**src/core/oms_pkg.sv**
```systemverilog
// package for the operating mode sequencer: modes, init phases, timing counts
// assumes a single 40 MHz reference clock
package oms_pkg;

    // ==========================================================
    // clock and timing
    localparam int CLK_HZ = 40_000_000;
    localparam int WAKE_TIME_US = 100;
    localparam int WAKE_CYCLES = (WAKE_TIME_US * (CLK_HZ / 1_000_000));
    localparam int SHD_TIME_MS = 128;
    localparam int SHD_CYCLES = SHD_TIME_MS * (CLK_HZ / 1000);
    localparam int STANDBY_HOLD_CYCLES = 5;
    localparam int FUSE_PULSE_CYCLES = 4;
    localparam int FUSE_LOAD_CYCLES = 8;
    localparam int RES_TIMEOUT_CYCLES = 64;
    localparam int DEBOUNCE_CYCLES = 4;
    localparam int CNT_W = 24;

    // ==========================================================
    // regulator defaults before the fuse settings land
    localparam logic [1:0] VCC_SEL_3V3 = 2'h0;
    localparam logic [1:0] UVR_SEL_2V75 = 2'h0;
    localparam logic SHDN_CTRL_RESET = 1'h0;

    // ==========================================================
    // modes and init phases
    typedef enum logic [2:0] {
        OMS_INIT = 3'b000,
        OMS_NORMAL = 3'b001,
        OMS_STANDBY = 3'b010,
        OMS_SLEEP = 3'b011,
        OMS_TEMP_SHDN = 3'b100,
        OMS_THERM_SHDN = 3'b101
    } oms_mode_e;

    typedef enum logic [2:0] {
        INI_WAIT_VCC = 3'b000,
        INI_FUSE_PULSE = 3'b001,
        INI_FUSE_LOAD = 3'b010,
        INI_PREREG = 3'b011,
        INI_WAIT_VCC2 = 3'b100,
        INI_RES_TIMEOUT = 3'b101
    } oms_init_e;

    // block enables as one group
    typedef struct packed {
        logic regulator;
        logic transceiver;
        logic window_wd;
        logic tx_timeout_wd;
        logic divider;
        logic drivers;
        logic wake_det;
        logic temp_mon;
        logic reset_unit;
    } oms_en_s;

endpackage

```
**src/core/oms_sequencer.sv**
```systemverilog
// operating mode sequencer: modes, power-up init, tx gating, rx debounce
// assumes all inputs synchronous to i_ref_clk; analog events arrive as levels
//
// Overview of operation
// - after power-up, normal mode with every block enabled
// - warning temperature sets a sticky warning flag
// - standby disables transceiver, watchdogs, divider, drivers; keeps wake and temp monitor
// - sleep option switches off regulator, transceiver, reset, watchdog
// - sleep left by bus dominant about 100 us, back to normal, or by over threshold temperature
// - temporary shutdown usable only with fuse enable option
// - temporary shutdown powers down regulator, transceiver and wake detector
// - temporary shutdown ends after 128 ms timer, returns to normal
// - normal enters temporary shutdown when shutdown bit set and mode pin high
// - standby enters temporary shutdown when shutdown bit set
// - over threshold temperature enters thermal shutdown from any mode but temporary shutdown, sets overtemp flag
// - thermal shutdown ignores local and remote wake
// - temperature return reruns initialization regardless of pins
// - standby returns to normal on mode pin rise or remote wake
// - bus low for wake time from standby or sleep gives normal
// - tx relaying blocked in every mode but normal and while i_rstn is low; vcc reset does not block it
// - regulator starts at 3.3 V and 2.75 V release until fuses load
// - fuse power-on pulse, load latch, strobe latch into pre-regulator
// - vcc good again restarts reset timeout, then release reset, normal
// - reinitialization after overtemp drops low slew selection
// - bus level passed to rx through a spike debouncer
// - shutdown bit requests temporary shutdown, resets to zero on vcc reset
`timescale 1ns/1ps
`default_nettype none

module oms_sequencer
    import oms_pkg::*;
#(
    parameter int SHD_COUNT = SHD_CYCLES
) (
    input wire logic i_ref_clk,
    input wire logic i_rstn,
    input wire logic i_vcc_reset_n,
    input wire logic i_vcc_above_release,
    input wire logic i_temp_warning,
    input wire logic i_temp_over,
    input wire logic i_temp_returned,
    input wire logic i_opt_sleep,
    input wire logic i_opt_temp_shdn,
    input wire logic i_mode_pin,
    input wire logic i_tx,
    input wire logic i_bus,
    input wire logic i_shdn_wr,
    input wire logic i_shdn_wdata,
    input wire logic i_low_slew_wr,
    input wire logic i_low_slew_wdata,
    input wire logic i_warn_clear,
    input wire logic i_ot_clear,
    input wire logic [3:0] i_fuse_data,
    output logic o_fuse_power_on_n,
    output logic o_latch_to_prereg_strobe,
    output logic [3:0] o_prereg_settings,
    output logic [1:0] o_vcc_sel,
    output logic [1:0] o_uvr_sel,
    output logic o_ext_reset_n,
    output logic o_tx_to_bus,
    output logic o_rx,
    output logic o_low_slew,
    output logic o_shdn_ctrl,
    output logic o_warn_flag,
    output logic o_overtemp_reset_flag,
    output oms_mode_e o_mode,
    output oms_en_s o_enables
);

    // ==========================================================
    // state
    oms_mode_e mode;
    oms_init_e init_ph;
    logic [CNT_W-1:0] cnt;
    logic [3:0] fuse_latch;
    logic mode_pin_d;
    logic [2:0] hold_cnt;
    logic standby_arm;
    logic [CNT_W-1:0] wake_cnt;
    logic [2:0] deb_cnt;
    logic remote_wake;
    logic prereg_loaded;

    assign remote_wake = (wake_cnt >= CNT_W'(WAKE_CYCLES));
    assign o_mode = mode;

    // ==========================================================
    // mode pin edges and standby request qualification
    always_ff @(posedge i_ref_clk) begin
        if (!i_rstn) begin
            mode_pin_d <= 1'b0;
        end else begin
            mode_pin_d <= i_mode_pin;
        end
    end

    // tx must stay high for the hold count after the mode pin fall
    always_ff @(posedge i_ref_clk) begin
        if (!i_rstn || mode != OMS_NORMAL) begin
            hold_cnt <= 3'h0;
            standby_arm <= 1'b0;
        end else if (mode_pin_d && !i_mode_pin) begin
            hold_cnt <= 3'h1;
            standby_arm <= i_tx;
        end else if (standby_arm && !i_mode_pin && i_tx
                     && hold_cnt < 3'(STANDBY_HOLD_CYCLES)) begin
            hold_cnt <= hold_cnt + 3'h1;
        end else if (!i_tx || i_mode_pin) begin
            standby_arm <= 1'b0;
        end
    end

    // ==========================================================
    // bus wake detector: counts continuous dominant time
    always_ff @(posedge i_ref_clk) begin
        if (!i_rstn || i_bus || !o_enables.wake_det) begin
            wake_cnt <= '0;
        end else if (!remote_wake) begin
            wake_cnt <= wake_cnt + CNT_W'(1);
        end
    end

    // ==========================================================
    // main mode machine and init sequence
    always_ff @(posedge i_ref_clk) begin
        if (!i_rstn) begin
            mode <= OMS_INIT;
            init_ph <= INI_WAIT_VCC;
            cnt <= '0;
            prereg_loaded <= 1'b0;
        end else begin
            unique case (mode)
                OMS_INIT: begin
                    unique case (init_ph)
                        INI_WAIT_VCC: begin
                            if (i_vcc_above_release) begin
                                init_ph <= INI_FUSE_PULSE;
                                cnt <= '0;
                            end
                        end
                        INI_FUSE_PULSE: begin
                            cnt <= cnt + CNT_W'(1);
                            if (cnt == CNT_W'(FUSE_PULSE_CYCLES - 1)) begin
                                init_ph <= INI_FUSE_LOAD;
                                cnt <= '0;
                            end
                        end
                        INI_FUSE_LOAD: begin
                            cnt <= cnt + CNT_W'(1);
                            if (cnt == CNT_W'(FUSE_LOAD_CYCLES - 1)) begin
                                init_ph <= INI_PREREG;
                            end
                        end
                        INI_PREREG: begin
                            prereg_loaded <= 1'b1;
                            init_ph <= INI_WAIT_VCC2;
                        end
                        INI_WAIT_VCC2: begin
                            if (i_vcc_above_release) begin
                                init_ph <= INI_RES_TIMEOUT;
                                cnt <= '0;
                            end
                        end
                        INI_RES_TIMEOUT: begin
                            cnt <= cnt + CNT_W'(1);
                            if (!i_vcc_above_release) begin
                                cnt <= '0; // restart while vcc dips
                            end else if (cnt == CNT_W'(RES_TIMEOUT_CYCLES - 1)) begin
                                mode <= OMS_NORMAL;
                            end
                        end
                        default: init_ph <= INI_WAIT_VCC;
                    endcase
                    if (i_temp_over) begin
                        mode <= OMS_THERM_SHDN;
                    end
                end
                OMS_NORMAL: begin
                    if (i_temp_over) begin
                        mode <= OMS_THERM_SHDN;
                    end else if (o_shdn_ctrl && i_opt_temp_shdn && i_mode_pin) begin
                        mode <= OMS_TEMP_SHDN;
                        cnt <= '0;
                    end else if (standby_arm && !o_shdn_ctrl
                                 && hold_cnt == 3'(STANDBY_HOLD_CYCLES)) begin
                        mode <= i_opt_sleep ? OMS_SLEEP : OMS_STANDBY;
                    end
                end
                OMS_STANDBY: begin
                    if (i_temp_over) begin
                        mode <= OMS_THERM_SHDN;
                    end else if (o_shdn_ctrl && i_opt_temp_shdn) begin
                        mode <= OMS_TEMP_SHDN;
                        cnt <= '0;
                    end else if ((!mode_pin_d && i_mode_pin) || remote_wake) begin
                        mode <= OMS_NORMAL;
                    end
                end
                OMS_SLEEP: begin
                    if (i_temp_over) begin
                        mode <= OMS_THERM_SHDN;
                    end else if (remote_wake) begin
                        mode <= OMS_NORMAL;
                    end
                end
                OMS_TEMP_SHDN: begin
                    cnt <= cnt + CNT_W'(1);
                    if (cnt == CNT_W'(SHD_COUNT - 1)) begin
                        mode <= OMS_NORMAL;
                    end
                end
                OMS_THERM_SHDN: begin
                    // no wake source is looked at here
                    if (i_temp_returned && !i_temp_over) begin
                        mode <= OMS_INIT;
                        init_ph <= INI_WAIT_VCC;
                        prereg_loaded <= 1'b0;
                        cnt <= '0;
                    end
                end
                default: mode <= OMS_INIT;
            endcase
        end
    end

    // ==========================================================
    // fuse handshake and regulator settings
    always_ff @(posedge i_ref_clk) begin
        if (!i_rstn) begin
            fuse_latch <= 4'h0;
            o_prereg_settings <= 4'h0;
        end else begin
            if (mode == OMS_INIT && init_ph == INI_FUSE_LOAD
                && cnt == CNT_W'(FUSE_LOAD_CYCLES - 1)) begin
                fuse_latch <= i_fuse_data;
            end
            if (mode == OMS_INIT && init_ph == INI_PREREG) begin
                o_prereg_settings <= fuse_latch;
            end
        end
    end

    assign o_fuse_power_on_n = !(mode == OMS_INIT && init_ph == INI_FUSE_PULSE);
    assign o_latch_to_prereg_strobe = (mode == OMS_INIT && init_ph == INI_PREREG);
    // defaults hold until the strobe lands the fuse settings
    assign o_vcc_sel = prereg_loaded ? o_prereg_settings[1:0] : VCC_SEL_3V3;
    assign o_uvr_sel = prereg_loaded ? o_prereg_settings[3:2] : UVR_SEL_2V75;
    assign o_ext_reset_n = (mode != OMS_INIT) && (mode != OMS_THERM_SHDN)
                           && (mode != OMS_TEMP_SHDN) && i_vcc_reset_n;

    // ==========================================================
    // control bits and flags
    always_ff @(posedge i_ref_clk) begin
        if (!i_rstn || !i_vcc_reset_n) begin
            o_shdn_ctrl <= SHDN_CTRL_RESET;
        end else if (mode == OMS_TEMP_SHDN) begin
            o_shdn_ctrl <= 1'b0;
        end else if (i_shdn_wr) begin
            o_shdn_ctrl <= i_shdn_wdata;
        end
    end

    always_ff @(posedge i_ref_clk) begin
        if (!i_rstn || mode == OMS_INIT) begin
            o_low_slew <= 1'b0;
        end else if (i_low_slew_wr) begin
            o_low_slew <= i_low_slew_wdata;
        end
    end

    // set wins over clear
    always_ff @(posedge i_ref_clk) begin
        if (!i_rstn) begin
            o_warn_flag <= 1'b0;
            o_overtemp_reset_flag <= 1'b0;
        end else begin
            if (i_temp_warning) begin
                o_warn_flag <= 1'b1;
            end else if (i_warn_clear) begin
                o_warn_flag <= 1'b0;
            end
            if (i_temp_over) begin
                o_overtemp_reset_flag <= 1'b1;
            end else if (i_ot_clear) begin
                o_overtemp_reset_flag <= 1'b0;
            end
        end
    end

    // ==========================================================
    // block enables per mode
    always_comb begin
        o_enables = '0;
        o_enables.temp_mon = 1'b1;
        unique case (mode)
            OMS_NORMAL: begin
                o_enables = '1;
            end
            OMS_STANDBY: begin
                o_enables.regulator = 1'b1;
                o_enables.reset_unit = 1'b1;
                o_enables.wake_det = 1'b1;
            end
            OMS_SLEEP: begin
                o_enables.wake_det = 1'b1;
            end
            OMS_INIT: begin
                o_enables.regulator = 1'b1;
                o_enables.reset_unit = 1'b1;
            end
            OMS_TEMP_SHDN, OMS_THERM_SHDN: begin
                o_enables.temp_mon = 1'b1;
            end
            default: o_enables = '0;
        endcase
    end

    // ==========================================================
    // tx gating and rx debounce
    always_ff @(posedge i_ref_clk) begin
        if (!i_rstn || mode == OMS_SLEEP || mode == OMS_THERM_SHDN) begin
            o_tx_to_bus <= 1'b1;
        end else begin
            o_tx_to_bus <= o_enables.transceiver ? i_tx : 1'b1;
        end
    end

    // bus must disagree with rx for the full count before rx follows
    always_ff @(posedge i_ref_clk) begin
        if (!i_rstn) begin
            o_rx <= 1'b1;
            deb_cnt <= 3'h0;
        end else if (i_bus == o_rx) begin
            deb_cnt <= 3'h0;
        end else if (deb_cnt == 3'(DEBOUNCE_CYCLES - 1)) begin
            o_rx <= i_bus;
            deb_cnt <= 3'h0;
        end else begin
            deb_cnt <= deb_cnt + 3'h1;
        end
    end
endmodule

`default_nettype wire

```
**config.mk**
```make
export PLATFORM = sky130hd
export DESIGN_NAME = oms_sequencer
export DESIGN_NICKNAME = d
export VERILOG_FILES = /design/src/core/oms_pkg.sv /design/src/core/oms_sequencer.sv
export SDC_FILE = /design/constraint.sdc
export NUM_CORES = 1
export LEC_CHECK = 0
export ABC_AREA = 1
export BUFFER_PORTS_ARGS = -buffer_cell sky130_fd_sc_hd__buf_4
export CAP_MARGIN = 10
export CORE_MARGIN = 2
export CORE_UTILIZATION = 35
export DETAILED_ROUTE_END_ITERATION = 16
export GPL_TIMING_DRIVEN = 0
export MAX_ROUTING_LAYER = met4
export PLACE_DENSITY = 0.6
export SLEW_MARGIN = 0
export SYNTH_ARGS = -nofsm -noshare
export SYNTH_HDL_FRONTEND = slang
export SYNTH_SLANG_ARGS = --single-unit
```
**constraint.sdc**
```tcl
create_clock -name i_ref_clk -period 5.4 [get_ports i_ref_clk]
set_clock_uncertainty 0.2 [all_clocks]
set_input_delay 1.08 -clock i_ref_clk [delete_from_list [all_inputs] [get_ports i_ref_clk]]
set_output_delay 1.08 -clock i_ref_clk [all_outputs]
set_load 0.03 [all_outputs]
```
==> impl_metrics.json <==
{
  "synth.most_common_cell": "nand2_1",
  "path_max_fanout": 2,
  "numCtsBuffers": 9,
  "wl_mm": 9.74,
  "ios": 51,
  "grt_max_degree": 15,
  "drtPass1Iterations": 4,
  "cts.clk_slew.worst_paths_ns": 0.06,
  "post_route_cells_drive_above_1_share_pct": 18.4,
  "cts_max_level": 3,
  "synth_top_area_share_pct": 35.9,
  "synth_top_cell_by_area": "dfxtp_1",
  "port_buffers": 50,
  "critPathKind": "primary input to primary output",
  "start_kind": "primary input",
  "ys_async_sr_fraction_pct": 0,
  "cts_tree": "yes",
  "clk_latency_ns": 0.34,
  "antenna_found_initial": 0,
  "vias": 4022,
  "num_rows": 40,
  "hpwlAfterDp_mm": 7.41,
  "multiInputGateArea_mm2": 0.00222,
  "finalPower_mw": 2.40,
  "critPathRequiredTime_ns": 4.12,
  "nNetsFinal": 732,
  "tightestPinTransition_ns": 0.475,
  "grt_usage_pct": 16.2,
  "setup_viol": 0,
  "initial_core_util_pct": 35.7,
  "worst_ep_arrival_time_ns": 1.84,
  "dieArea_mm2": 0.0132,
  "grt_pass1_wl_mm": 16.6,
  "die_x_um": 115,
  "core_mm2": 0.0120,
  "die_y_um": 115,
  "dpl_worst_slack_ns": 2.30,
  "hold_buffers": 0,
  "ys_ff_latch": 77,
  "drv_slew": 0,
  "post-route-min-period_ns": 3.12,
  "p_leak_nw": 2.27,
  "post-cts-setup-buffer-count": 0,
  "tns_ns": 0,
  "irDropWorstVdd_v": 0.000305,
  "slew_headroom_pct": 68.3,
  "pwr_density_cell_mw_per_mm2": 464,
  "diodes": 0,
  "wl_per_cell_um": 11.4,
  "syn_nets": 671,
  "outcome": "finished, final reports clean",
  "fmax_mhz": 321,
  "cap_viol_max_count": 0,
  "syn_inst": 642,
  "worst_slack_ns": 2.28,
  "min_path_type": "flip-flop to flip-flop",
  "clk_path_buf_depth": 2,
  "ant_nets": 0,
  "first_global_vias": 3756,
  "ys_seq_area_share_pct": 35.9,
  "avgSynthCellArea_um2": 6.68,
  "cts.sinks": 77,
  "fin_crit_sh_pct": 57.7,
  "gp_congestion": 0.935,
  "synth_area_leaders": "dfxtp_1 (36%), nand2_1 (13%), nor2_1 (8.5%)",
  "routed_via_density": 4.70,
  "post_cts_resized": 0,
  "cts_root_buffer": "clkbuf_16",
  "end_kind": "primary output",
  "synth_edf_count": 0,
  "yosys.cell_types.count": 41,
  "holdWs_ns": 0.222,
  "yosys-top-cells-count": "nand2_1 (148), nor2_1 (97), inv_1 (91)",
  "rsz0062_at_grt": "no",
  "gr-total-overflow": 0,
  "synth_top_flop_cell": "dfxtp_1",
  "nFillCells": 1267,
  "dr.first_iter.drc_count": 221,
  "final_hold_viol_count": 0,
  "synth_area_mm2": 0.00429,
  "area_growth_pct": 20.6,
  "drc": 0,
  "yosys_warnings": 0,
  "ff_latch_area_mm2": 0.00154
}
## logic make-up (layout without fill, tap and decap cells)
logic type,count (synthesis),count (layout),synth area share (%)
buffers and inverters,112,178,12.3
AND/OR/NAND/NOR,384,384,41.3
AO/OA/AOI/OAI,58,58,7.52
flip-flops,77,77,35.9
adder cells (fa/ha/maj),7,7,2.04
XOR/XNOR,2,2,0.408
multiplexers,2,2,0.466
## metrics by stage
stage / util (%) / cell area [um^2] / cells
2_1_floorplan: - / 4290 / 642
3_3_place_gp: 40.4 / 4850 / 839
3_5_place_dp: 40.4 / 4850 / 839
4_1_cts: 43.1 / 5170 / 855
5_1_grt: 43.1 / 5170 / 855
6_report: 43.1 / 5170 / 855
## worst max-delay path, cell delays in order
cell	delay (ns)
buf_4	0.08
inv_1	0.05
nor4_1	0.39
buf_4	0.24
## path summary, 6_finish.rpt
kind	from	endpoint	cells after the start	slack (ns)
max	i_vcc_reset_n	o_ext_reset_n	4	2.28
min reg2reg	deb_cnt[0]	deb_cnt[0]	1	0.22
min	deb_cnt[0]	deb_cnt[0]	1	0.22
max reg2reg	cnt[0]	cnt[20]	10	3.31
## power breakdown
group | switching [mW] | total (mW) | internal (mW)
sequential | 0.0299 | 0.630 | 0.600
combinational | 0.722 | 1.12 | 0.401
clock | 0.243 | 0.650 | 0.407
total | 0.995 | 2.40 | 1.41
## cells in the final DEF, fill, tap and decap left out, types with 2 or more instances in the layout
cell type and n:
a21oi_1 24, a21oi_2 2, buf_12 2, buf_2 3
buf_4 57, buf_6 5, bufinv_16 2, clkbuf_16 9
clkinv_4 2, dfxtp_1 77, ha_1 7, inv_1 91
inv_6 2, mux2i_1 2, nand2_1 148, nand2_2 4
nand3_1 52, nand4_1 21, nor2_1 97, nor2_2 28
nor2_4 2, nor3_1 18, nor4_1 4, o21ai_0 17
o21ai_1 5, o21bai_1 5, or2_2 2, xor2_1 2
## flip-flops by register name, indices dropped and copies added (netlist names)
signal,count
cnt,24
deb_cnt,3
fuse_latch,4
hold_cnt,3
init_ph,3
mode_pin_d,1
o_low_slew,1
o_mode,3
o_overtemp_reset_flag,1
o_prereg_settings,4
o_rx,1
o_shdn_ctrl,1
o_tx_to_bus,1
o_warn_flag,1
prereg_loaded,1
standby_arm,1
wake_cnt,24
## routing by layer
metal	part of all wire [%]	GRT usage [%]	vias up
li1	-	-	2156
met1	49	19.6	1793
met2	46	25.7	63
met3	3.2	3.85	10
met4	1.2	6.99	0
met5	0	-	-
## area by class of cell
class | count | area share, %
Clock buffer | 9 | 4.35
Tap cell | 147 | 3.55
Inverter | 93 | 6.89
Multi-Input combinational cell | 453 | 42.9
Sequential cell | 77 | 29.8
Buffer | 19 | 3.31
Timing Repair Buffer | 50 | 7.25
Clock inverter | 7 | 1.91
Note: power is estimated with default switching activity, not from simulation.
